## config.mk

```make
export PLATFORM = sky130hd
export DESIGN_NAME = wdt_core
export DESIGN_NICKNAME = d
export VERILOG_FILES = /design/src/verilog/wdt_pkg.sv /design/src/verilog/settle_if.sv /design/src/verilog/osc_settle.sv /design/src/verilog/wdt_core.sv
export SDC_FILE = /design/constraint.sdc
export NUM_CORES = 1
export LEC_CHECK = 0
export BUFFER_PORTS_ARGS = -buffer_cell sky130_fd_sc_hd__buf_2
export CORE_MARGIN = 2
export CORE_UTILIZATION = 32
export CTS_CLUSTER_SIZE = 14
export DETAILED_ROUTE_END_ITERATION = 16
export GPL_TIMING_DRIVEN = 0
export SYNTH_ARGS = -nofsm -noshare
export SYNTH_HDL_FRONTEND = slang
export SYNTH_SLANG_ARGS = --single-unit
```

## constraint.sdc

```tcl
create_clock -name clk_i -period 5.4 [get_ports clk_i]
set_input_delay 0.54 -clock clk_i [delete_from_list [all_inputs] [get_ports clk_i]]
set_output_delay 0.54 -clock clk_i [all_outputs]
set_load 0.1 [all_outputs]
```

## src/verilog/wdt_pkg.sv

```systemverilog
// shared constants for the watchdog block
package wdt_pkg;
    // register offsets (plain register port, byte-wide registers)
    localparam logic [3:0] ADDR_WDT_CONTROL = 4'h0;
    localparam logic [3:0] ADDR_RESET_FLAGS = 4'h1;
    localparam logic [3:0] ADDR_STATUS = 4'h2;
    localparam logic [3:0] ADDR_IRQ_STATUS = 4'h3;
    localparam logic [3:0] ADDR_IRQ_MASK = 4'h4;
    localparam logic [3:0] ADDR_OSC_CTRL = 4'h5;
    // reset values
    localparam logic [7:0] WDT_CONTROL_RST = 8'h53;
    localparam logic [7:0] RESET_FLAGS_RST = 8'h00;
    // field positions
    localparam int KEY_LSB = 3;
    localparam int SEL_LSB = 0;
    localparam int FLAG_KEY_FAULT_BIT = 0;
    localparam int FLAG_LOW_VOLT_BIT = 2;
    localparam int FLAG_VSEL_FAULT_BIT = 1;
    localparam int FLAG_KEEP_IDLE_BIT = 7;
    localparam int ST_OVERFLOW_BIT = 0;
    localparam int ST_POWER_DOWN_BIT = 1;
    localparam int ST_FAST_READY_BIT = 2;
    localparam int ST_SLOW_READY_BIT = 3;
    localparam int ST_WDT_ON_BIT = 4;
    // key codes
    localparam logic [4:0] KEY_DISABLE = 5'h15;
    localparam logic [4:0] KEY_ENABLE = 5'h0a;
    // timing: sub clock about 32 kHz, core clock 125 MHz
    localparam int CLK_HZ = 125000000;
    localparam int SUB_HZ = 32000;
    localparam int SUB_DIV = CLK_HZ / SUB_HZ;
    // key fault reset fires after this many slow osc ticks (2 to 3)
    localparam int KEY_FAULT_TICKS = 2;
    // counter width that covers 2^18 periods
    localparam int WDT_CNT_W = 19;
    // shared oscillator settle period in sub clock ticks
    localparam int SETTLE_TICKS = 1024;
    // event bits of the interrupt status register
    localparam int EV_OVERFLOW = 0;
    localparam int EV_KEY_FAULT = 1;
    localparam int EV_FAST_READY = 2;
    localparam int EV_SLOW_READY = 3;
    // timeout select to bit position of overflow
    function automatic logic [4:0] timeout_bit(input logic [2:0] sel);
        unique case (sel)
            3'h0: timeout_bit = 5'd8;
            3'h1: timeout_bit = 5'd10;
            3'h2: timeout_bit = 5'd12;
            3'h3: timeout_bit = 5'd14;
            3'h4: timeout_bit = 5'd15;
            3'h5: timeout_bit = 5'd16;
            3'h6: timeout_bit = 5'd17;
            default: timeout_bit = 5'd18;
        endcase
    endfunction
endpackage

```

## src/verilog/settle_if.sv

```systemverilog
// handshake between the watchdog core and the oscillator settle counter
`timescale 1ns/10ps
interface settle_if;
    logic tick;
    logic fast_start;
    logic slow_start;
    logic fast_ready;
    logic slow_ready;
    modport core (output tick, output fast_start, output slow_start,
        input fast_ready, input slow_ready);
    modport counter (input tick, input fast_start, input slow_start,
        output fast_ready, output slow_ready);
endinterface

```

## src/verilog/osc_settle.sv

```systemverilog
// shared start-up settle counter for the fast and slow oscillators
`timescale 1ns/10ps
module osc_settle
    import wdt_pkg::*;
#(
    parameter int SETTLE = SETTLE_TICKS
)(
    // clock and reset
    input wire logic clk_i,
    input wire logic rst_n_i,
    // link to the core
    settle_if.counter st
);
    typedef enum logic [1:0] {IDLE, FAST, SLOW} settle_t;
    settle_t state_r;
    logic [15:0] cnt_r;
    logic fast_pend_r;
    logic slow_pend_r;
    logic fast_rdy_r;
    logic slow_rdy_r;
    wire done = st.tick && (cnt_r == 16'(SETTLE - 1));

    assign st.fast_ready = fast_rdy_r;
    assign st.slow_ready = slow_rdy_r;

    // one counter serves both; slow waits until the fast period has finished
    always_ff @(posedge clk_i or negedge rst_n_i)
    begin
        if (!rst_n_i)
        begin
            state_r <= IDLE;
            cnt_r <= 16'h0000;
            fast_pend_r <= 1'b0;
            slow_pend_r <= 1'b0;
            fast_rdy_r <= 1'b0;
            slow_rdy_r <= 1'b0;
        end
        else
        begin
            if (st.fast_start)
            begin
                fast_pend_r <= 1'b1;
                fast_rdy_r <= 1'b0;
            end
            if (st.slow_start)
            begin
                slow_pend_r <= 1'b1;
                slow_rdy_r <= 1'b0;
            end
            unique case (state_r)
                IDLE:
                begin
                    cnt_r <= 16'h0000;
                    if (fast_pend_r)
                        state_r <= FAST;
                    else if (slow_pend_r)
                        state_r <= SLOW;
                end
                FAST:
                begin
                    if (st.tick)
                        cnt_r <= cnt_r + 16'h0001;
                    if (done)
                    begin
                        fast_rdy_r <= 1'b1;
                        fast_pend_r <= 1'b0;
                        state_r <= IDLE;
                    end
                end
                SLOW:
                begin
                    if (st.tick)
                        cnt_r <= cnt_r + 16'h0001;
                    if (done)
                    begin
                        slow_rdy_r <= 1'b1;
                        slow_pend_r <= 1'b0;
                        state_r <= IDLE;
                    end
                end
            endcase
        end
    end
endmodule

```

## src/verilog/wdt_core.sv

```systemverilog
// watchdog timer with key guard, reset flags and oscillator settle control
// How it works
// counter advances on the low-speed sub clock tick from slow RC or crystal
// timeout select picks 2^8,10,12,14,15,16,17,18 sub periods
// key 10101B disables, key 01010B enables the watchdog
// any other key resets device two slow ticks later, sets fault flag
// after power-on the key reads 01010B so watchdog starts enabled
// key fault flag is sticky at bit 0, only software zero clears it
// overflow in run mode gives full device reset and sets timeout flag
// overflow in sleep or idle sets flag, resets only pc and stack pointer
// counter cleared by invalid key, clear instruction or halt
// bits 6 to 3 of the reset flags register read as zero
// fast and slow oscillators share one settle counter, fast first
// after deep sleep wake, first instruction waits for fast ready flag
// sleep-with-watchdog wake on fast crystal with fast start may use slow RC
// system-clocked peripherals follow the system clock to the sub clock
// sub clock runs only while the watchdog is enabled
// halt sets power-down flag; power-up or clear instruction clears it
// watchdog is an up-counter, overflow taken at the selected bit
//
// Implementation choices: the strobed register port and the register offsets.
`timescale 1ns/10ps
module wdt_core
    import wdt_pkg::*;
#(
    parameter int DIV = SUB_DIV,
    parameter int SETTLE = SETTLE_TICKS
)(
    // clock and reset
    input wire logic clk_i,
    input wire logic rst_n_i,
    // register port
    input wire logic [3:0] addr_i,
    input wire logic [7:0] wdata_i,
    input wire logic wr_i,
    input wire logic rd_i,
    output logic [7:0] rdata_o,
    // cpu events and modes
    input wire logic watchdog_clear_instr_i,
    input wire logic halt_i,
    input wire logic asleep_i,
    input wire logic wake_i,
    input wire logic wake_deep_i,
    input wire logic fast_crystal_i,
    input wire logic fast_startup_en_i,
    input wire logic low_volt_evt_i,
    // resets and clock controls
    output logic device_reset_o,
    output logic pc_sp_reset_o,
    output logic cpu_run_o,
    output logic sysclk_slow_rc_o,
    output logic periph_on_sub_o,
    output logic sub_clk_en_o,
    output logic irq_o
);
    // ------------------------------------------------------------
    // sub clock divider
    // ------------------------------------------------------------
    logic [15:0] div_r;
    logic sub_tick;
    logic [7:0] ctrl_r;
    logic [7:0] flags_r;
    logic [WDT_CNT_W-1:0] cnt_r;
    logic ovf_flag_r;
    logic pd_flag_r;
    logic [1:0] fault_cnt_r;
    logic fault_pend_r;
    logic [3:0] irq_st_r;
    logic [3:0] irq_mask_r;
    logic [1:0] osc_r;
    logic wait_fast_r;
    logic sysclk_slow_r;
    logic [7:0] rdata_r;
    settle_if st();
    // the slow RC runs on with the watchdog off: fault delay and settle need it
    wire div_wrap = (div_r == 16'(DIV - 1));

    wire [4:0] key = ctrl_r[KEY_LSB +: 5];
    wire key_on = (key == KEY_ENABLE);
    wire key_off = (key == KEY_DISABLE);
    wire key_bad = !key_on && !key_off;
    wire ctrl_wr = wr_i && (addr_i == ADDR_WDT_CONTROL);
    wire [4:0] new_key = wdata_i[KEY_LSB +: 5];
    wire bad_write = ctrl_wr && (new_key != KEY_ENABLE) && (new_key != KEY_DISABLE);
    wire [4:0] ovf_bit = timeout_bit(ctrl_r[SEL_LSB +: 3]);
    wire overflow = key_on && cnt_r[ovf_bit];
    wire fault_fire = fault_pend_r && div_wrap && (fault_cnt_r == 2'(KEY_FAULT_TICKS - 1));
    wire flags_wr = wr_i && (addr_i == ADDR_RESET_FLAGS);
    wire irq_rd = rd_i && (addr_i == ADDR_IRQ_STATUS);
    wire [3:0] events = {st.slow_ready & ~osc_r[1], st.fast_ready & ~osc_r[0],
        fault_fire, overflow};

    // sub clock stands still while the watchdog is off, saving standby current
    assign sub_clk_en_o = key_on;
    assign sub_tick = sub_clk_en_o && div_wrap;

    always_ff @(posedge clk_i or negedge rst_n_i)
    begin
        if (!rst_n_i)
            div_r <= 16'h0000;
        else if (div_wrap)
            div_r <= 16'h0000;
        else
            div_r <= div_r + 16'h0001;
    end

    // ------------------------------------------------------------
    // control register and watchdog counter
    // ------------------------------------------------------------
    // reset value carries the enable key, so the dog runs from power-on
    always_ff @(posedge clk_i or negedge rst_n_i)
    begin
        if (!rst_n_i)
            ctrl_r <= WDT_CONTROL_RST;
        else if (fault_fire)
            ctrl_r <= WDT_CONTROL_RST;
        else if (ctrl_wr)
            ctrl_r <= wdata_i;
    end

    // clear sources take priority over counting
    always_ff @(posedge clk_i or negedge rst_n_i)
    begin
        if (!rst_n_i)
            cnt_r <= '0;
        else if (bad_write || watchdog_clear_instr_i || halt_i || overflow || !key_on)
            cnt_r <= '0;
        else if (sub_tick)
            cnt_r <= cnt_r + WDT_CNT_W'(1);
    end

    // ------------------------------------------------------------
    // key fault delay and reset outputs
    // ------------------------------------------------------------
    // the fault reset waits two slow ticks, as the hardware guard does
    always_ff @(posedge clk_i or negedge rst_n_i)
    begin
        if (!rst_n_i)
        begin
            fault_pend_r <= 1'b0;
            fault_cnt_r <= 2'h0;
        end
        else if (fault_fire)
            fault_pend_r <= 1'b0;
        else if (key_bad && !fault_pend_r)
        begin
            fault_pend_r <= 1'b1;
            fault_cnt_r <= 2'h0;
        end
        else if (fault_pend_r && div_wrap)
            fault_cnt_r <= fault_cnt_r + 2'h1;
    end

    // a bad key stops the sub clock, so the fault delay keeps its own tick
    assign device_reset_o = fault_fire || (overflow && !asleep_i);
    assign pc_sp_reset_o = overflow && asleep_i;

    // ------------------------------------------------------------
    // flags: timeout, power-down, reset flags register
    // ------------------------------------------------------------
    always_ff @(posedge clk_i or negedge rst_n_i)
    begin
        if (!rst_n_i)
        begin
            ovf_flag_r <= 1'b0;
            pd_flag_r <= 1'b0;
        end
        else
        begin
            if (overflow)
                ovf_flag_r <= 1'b1;
            else if (halt_i || watchdog_clear_instr_i)
                ovf_flag_r <= 1'b0;
            if (halt_i)
                pd_flag_r <= 1'b1;
            else if (watchdog_clear_instr_i)
                pd_flag_r <= 1'b0;
        end
    end

    // software may only write zeros to the fault flags; set wins over clear
    always_ff @(posedge clk_i or negedge rst_n_i)
    begin
        if (!rst_n_i)
            flags_r <= RESET_FLAGS_RST;
        else
        begin
            if (flags_wr)
            begin
                flags_r[FLAG_KEEP_IDLE_BIT] <= wdata_i[FLAG_KEEP_IDLE_BIT];
                flags_r[2:0] <= flags_r[2:0] & wdata_i[2:0];
            end
            flags_r[6:3] <= 4'h0;
            if (fault_fire)
                flags_r[FLAG_KEY_FAULT_BIT] <= 1'b1;
            if (low_volt_evt_i)
                flags_r[FLAG_LOW_VOLT_BIT] <= 1'b1;
        end
    end

    // ------------------------------------------------------------
    // oscillator start and wake sequencing
    // ------------------------------------------------------------
    assign st.tick = div_wrap;
    assign st.fast_start = wake_i && wake_deep_i;
    assign st.slow_start = wake_i && wake_deep_i;

    osc_settle #(.SETTLE(SETTLE)) u_settle (
        .clk_i(clk_i),
        .rst_n_i(rst_n_i),
        .st(st)
    );

    // cpu holds off until the fast oscillator is ready; slow may lag
    always_ff @(posedge clk_i or negedge rst_n_i)
    begin
        if (!rst_n_i)
        begin
            wait_fast_r <= 1'b0;
            sysclk_slow_r <= 1'b0;
            osc_r <= 2'h0;
        end
        else
        begin
            osc_r <= {st.slow_ready, st.fast_ready};
            if (st.fast_start)
                wait_fast_r <= 1'b1;
            else if (st.fast_ready)
                wait_fast_r <= 1'b0;
            if (wake_i && !wake_deep_i && fast_crystal_i && fast_startup_en_i)
                sysclk_slow_r <= 1'b1;
            else if (st.fast_ready)
                sysclk_slow_r <= 1'b0;
        end
    end

    assign cpu_run_o = !wait_fast_r && !asleep_i;
    assign sysclk_slow_rc_o = sysclk_slow_r;
    assign periph_on_sub_o = sysclk_slow_r;

    // ------------------------------------------------------------
    // interrupts and read port
    // ------------------------------------------------------------
    always_ff @(posedge clk_i or negedge rst_n_i)
    begin
        if (!rst_n_i)
        begin
            irq_st_r <= 4'h0;
            irq_mask_r <= 4'h0;
        end
        else
        begin
            irq_st_r <= (irq_rd ? 4'h0 : irq_st_r) | events;
            if (wr_i && (addr_i == ADDR_IRQ_MASK))
                irq_mask_r <= wdata_i[3:0];
        end
    end

    // a mask bit of one holds its event back from the line
    assign irq_o = |(irq_st_r & ~irq_mask_r);

    wire [7:0] status_val = {3'h0, key_on, st.slow_ready, st.fast_ready,
        pd_flag_r, ovf_flag_r};
    logic [7:0] rd_mux;
    always_comb
    begin
        unique case (addr_i)
            ADDR_WDT_CONTROL: rd_mux = ctrl_r;
            ADDR_RESET_FLAGS: rd_mux = flags_r & 8'h87;
            ADDR_STATUS: rd_mux = status_val;
            ADDR_IRQ_STATUS: rd_mux = {4'h0, irq_st_r};
            ADDR_IRQ_MASK: rd_mux = {4'h0, irq_mask_r};
            ADDR_OSC_CTRL: rd_mux = {6'h00, sysclk_slow_r, wait_fast_r};
            default: rd_mux = 8'h00;
        endcase
    end

    always_ff @(posedge clk_i or negedge rst_n_i)
    begin
        if (!rst_n_i)
            rdata_r <= 8'h00;
        else if (rd_i)
            rdata_r <= rd_mux;
    end
    assign rdata_o = rdata_r;
endmodule

```

Word level (Yosys, flattened, before mapping)
Index checks and enable logic that the tools add are counted.

word-level totals
  register bits = 94
  output and inout port bits = 15

operators by class
  $add $sub $neg = 4
  order comparisons = 1
  equality and inequality tests = 23
  multiplexer cells = 42
  bitwise operators = 9
  reduce and logical (&&, ||, !) cells = 49

operator list
  operator               number
  $pmux 8 s6             1
  $mux 19                2
  $pmux 5 s7             1
  $add 16x1->16 const B  2
  $mux 16                2
  $pmux 16 s2            1
  $mux 1                 24
  $logic_and 1x1->1      20
  $reduce_bool 2->1      10
  $add 19x1->19 const B  1
  $eq 16x10->1 const B   1
  $eq 16x12->1 const B   1
  $mux 8                 2
  $mux 2                 5
  $eq 3x3->1 const B     3
  $eq 4x2->1 const B     2
  $eq 4x3->1 const B     2
  $eq 3x2->1 const B     2
  $logic_not 1->1        6
  $logic_or 1x1->1       6
  $lt 5x6->1 const B     1
  $bmux 1 s5             1
  $eq 5x4->1 const B     1
  $eq 5x5->1 const B     1
  other kinds (24)       30

Longest topological paths before layout
  depth in word-level cells = 9
  depth in mapped cells = 8

By module
A second synthesis with hierarchy kept.

unflattened totals
  cell total of the unflattened synthesis = 463
  area, all modules = 4718.3 µm²

by module, submodules not included
  module      times used  cells each  area each (µm²)  sequential area each (µm²)
  wdt_core    1           352         3585.9           1806.7
  osc_settle  1           111         1132.3           550.5

Worst setup path after synthesis
No wires, ideal clock.

  path kind = register to output
  start point = register ctrl_r[6]
  end point = output port device_reset_o
  data arrival time = 3.655 ns
  path slack = 1.205 ns
  cell stages (with the launch flop) = 5
  cells stage by stage = dfstp_2 > nand4b_1 > inv_1 > nand2_1 > o21ai_0

between the ends
  longest elaborated chain between the ends = 4

ends and longest elaborated chain
  element                 line             RTL
  start, declared         wdt_core.sv:61   logic [7:0] ctrl_r;
  start signal, assigned  wdt_core.sv:118  ctrl_r <= wdata_i;
  $eq 5x4->1              wdt_core.sv:79   wire key_on = (key == KEY_ENABLE);
  net sub_clk_en_o        wdt_core.sv:53   output logic sub_clk_en_o,
  $logic_and 1x1->1       wdt_core.sv:86   wire overflow = key_on && cnt_r[ovf_bit];
  $logic_and 1x1->1       wdt_core.sv:155  assign device_reset_o = fault_fire || (overflow && !asleep_i);
  $logic_or 1x1->1        wdt_core.sv:155
  end, declared           wdt_core.sv:48   output logic device_reset_o,

The timed path passes the listed nets, and every way through them passes these cells.

Worst setup path after layout
  start point = register div_r[1]
  end point = output port device_reset_o

between the ends
  longest elaborated chain between the ends = 4

ends and longest elaborated chain
  element                         line             RTL
  start, declared                 wdt_core.sv:59   logic [15:0] div_r;
  start signal, assigned          wdt_core.sv:104  div_r <= div_r + 16'h0001;
  $eq 16x12->1                    wdt_core.sv:76   wire div_wrap = (div_r == 16'(DIV - 1));
  $logic_and 1x1->1 (2 in a row)  wdt_core.sv:87   wire fault_fire = fault_pend_r && div_wrap && (fault_cnt_r == 2'(KEY_FAULT_TICKS - 1));
  $logic_or 1x1->1                wdt_core.sv:155

No other way between the ends.

==> flow_metrics.tcl <==
set metrics [dict create \
    status "finished clean" \
    max_slew.worst_pin.slew_ns 0.6217 \
    rsz0062_at_grt "no" \
    insertion_delay_ns 0.35 \
    grt_pass1_wl_um 17620 \
    vias 3685 \
    dp_hpwl_um 7453 \
    final_common_cell "dfrtp_1" \
    postCtsHoldBufs 0 \
    postCtsSetupBuffers 0 \
    fin_skew_ns 0.007944 \
    synth_ff_type "dfrtp_1" \
    die_y_um 126.3 \
    ys_types 60 \
    swShare_pct 28.87 \
    post_synth_inst_count 488 \
    port_buffers 36 \
    gp_congestion 0.8184 \
    dieArea_um2 15940 \
    cts.repair.resized 0 \
    pin_count 39 \
    final_nets 568 \
    ys_seq_elements 94 \
    wl_um 10260 \
    worstSetupPathType "reg2out" \
    post_drt_wl_per_cell_um 14.15 \
    cts_root_buf "clkbuf_16" \
    yosysWarnings 0 \
    cellLeakagePower_nw 2.382 \
    clkTransAtPathRegs_ns 0.07 \
    cts_buffers 9 \
    drc_errors 0 \
    antenna_found_initial 0 \
    fin_setup_tns_ns 0 \
    grt_max_degree 50 \
    tritoncts "done" \
    pre_cts_ws_ns 2.350 \
    grt_util_all_layers_pct 13.74 \
    slew_violations 0 \
    ctsHtreeMaxLevel 3 \
    dr.max_layer_used "met4" \
    synth_edf_count 0 \
    seqPwrFrac_pct 45.0 \
    setup_violations 0 \
    syn_to_final_growth_pct 15.93 \
    rows 44 \
    synth_nets 520 \
    drtAntennaViolNets 0 \
    antenna_cells 0 \
    vdd_drop_max_mv 0.1431 \
    met2_length_um 4953 \
    reg2reg_depth 7 \
    ys_seq_area_share_pct 49.28 \
    crit_required_ns 4.86 \
    pwr-share-clk_pct 39.4 \
    avgSynthCellArea_um2 9.802 \
    combinationalPowerShare_pct 15.7 \
    netSwitchingPower_mw 0.5040 \
    mostFrequentLayoutCells "dfrtp_1 (90), nand2_1 (55), nor2_1 (40)" \
    drive_above_1_share_pct 14.42 \
    cp-start-kind "register" \
    drt-pass1-iter-count 4 \
    fmax_mhz 293.2 \
    cp-end-kind "output pin" \
    cp.arrival_ns 2.87 \
    grt_overflow_total 0 \
    clockBufferDepth 2 \
    maxCapViolCount 0 \
    p_per_area_nw_per_um2 314.8 \
    met1Wirelength_um 4644 \
    fin_crit_sh_pct 63.15 \
    via_per_inst 5.083 \
    synthesis.area_um2 4783 \
    initial_utilization_pct 32.79 \
    intPower_mw 1.242 \
    drtIter0Drc 248 \
    max_slew_margin_pct 58.55 \
    min_period_ns 3.410 \
    cp_max_fo 7 \
    core_um2 14590 \
    die_w_um 126.3 \
    synth-async-reset-ratio_pct 100.0 \
    cts_sinks 94 \
    hold_viol 0 \
    wl_met3_um 452 \
    setup_ws_ns 1.990 \
    grt_pass1_vias 3629 \
    hold_class "in2async" \
]
state kept, by name, summed over array words and instances, names as in the netlist:
signal,count
u_settle.cnt_r,16
flags_r,4
ctrl_r,8
periph_on_sub_o,1
div_r,16
pd_flag_r,1
u_settle.state_r,2
u_settle.st.fast_ready,1
u_settle.fast_pend_r,1
irq_st_r,4
u_settle.slow_pend_r,1
osc_r,2
fault_cnt_r,2
u_settle.st.slow_ready,1
cnt_r,19
wait_fast_r,1
rdata_o,8
irq_mask_r,4
fault_pend_r,1
ovf_flag_r,1
kinds of logic (layout without fill, tap and decap cells):
kind of cell	Yosys count	count (layout)	synth area share, %
buffers and inverters	44	97	3.950
adders and majority gates	8	8	2.093
and+or+nand+nor	221	221	24.82
AOI/OAI and AO/OA	65	65	8.763
DFF	94	94	49.28
xor gates and xnor gates	43	43	7.873
muxes	13	13	3.217
cell usage after synthesis, drive strengths merged, types with 2 or more instances:
cell type,n,share of area (%)
mux2,6,1.5
ha,8,2.1
inv,25,2.0
nor3,17,1.8
a31oi,3,0.39
nor2,41,3.3
nor3b,3,0.47
nand2,55,4.3
o2bb2ai,3,0.55
nor4,10,1.9
o22ai,3,0.39
buf,5,0.89
nand2b,2,0.26
clkbuf,14,1.1
a21boi,2,0.31
xor2,20,3.7
nor4b,3,0.86
o21a,3,0.47
nand3b,3,0.47
a21oi,15,1.6
o21ai,19,2.0
nand4,16,2.4
or3,4,0.63
dfstp,4,2.2
and3,6,0.78
xnor2,23,4.2
o221ai,2,0.37
a22oi,2,0.31
mux2i,6,1.3
nor2b,2,0.26
nand3,33,3.5
and4,4,0.73
and2,14,1.8
or4,2,0.31
a22o,4,0.73
dfrtp,90,47
worst max-delay path, stage by stage (launching register included):
cell	delay [ns]
dfrtp_1	0.40
inv_1	0.06
ha_1	0.14
nor3b_1	0.48
and4_1	0.41
nand3_1	0.31
o21ai_0	0.23
buf_2	0.49
path summary, 6_finish.rpt:
path / start / end / slack, ns
min: rst_n_i / rdata_o[6] / 0.19
max: div_r[1] / device_reset_o / 1.99
min reg2reg: osc_r[0] / irq_st_r[2] / 0.42
max in group asynchronous: rst_n_i / div_r[3] / 4.55
min in group clk_i: halt_i / pd_flag_r / 0.38
max reg2reg: div_r[1] / u_settle.state_r[0] / 2.84
stage by stage:
stage	utilization, %	hold slack (ns)	cells	cell area (um^2)	power [mW]
2_1_floorplan	-	0.2444	488	4783	0.9879
3_3_place_gp	35.60	0.4045	708	5194	1.064
3_5_place_dp	35.81	0.4108	709	5224	1.074
4_1_cts	38.01	0.2217	725	5545	1.767
5_1_grt	38.01	0.2440	725	5545	1.832
6_report	38.01	0.1940	725	5545	1.746
area by class of cell:
class,count,area [um^2]
Buffer,19,95.09
Clock buffer,9,225.2
Clock inverter,7,96.34
Fill cell,1395,9044
Inverter,25,93.84
Multi-Input combinational cell,350,2237
Sequential cell,94,2357
Tap cell,184,230.2
Timing Repair Buffer,37,210.2
power by group through the flow:
stage | clock network, mW | registers [mW] | logic (mW)
after global placement | 0 | 0.797 | 0.267
after global routing | 0.739 | 0.792 | 0.301
final | 0.688 | 0.785 | 0.273
after detailed placement | 0 | 0.798 | 0.275
after CTS | 0.706 | 0.785 | 0.276
after floorplan | 0 | 0.815 | 0.173
per-layer routing:
metal | global-route usage (%) | vias to the layer above
met5 | 0 | -
met4 | 5.042 | 0
met1 | 17.18 | 1788
met2 | 22.68 | 81
li1 | - | 1798
met3 | 3.951 | 18
No activity file was read; power rests on OpenSTA's default activity.
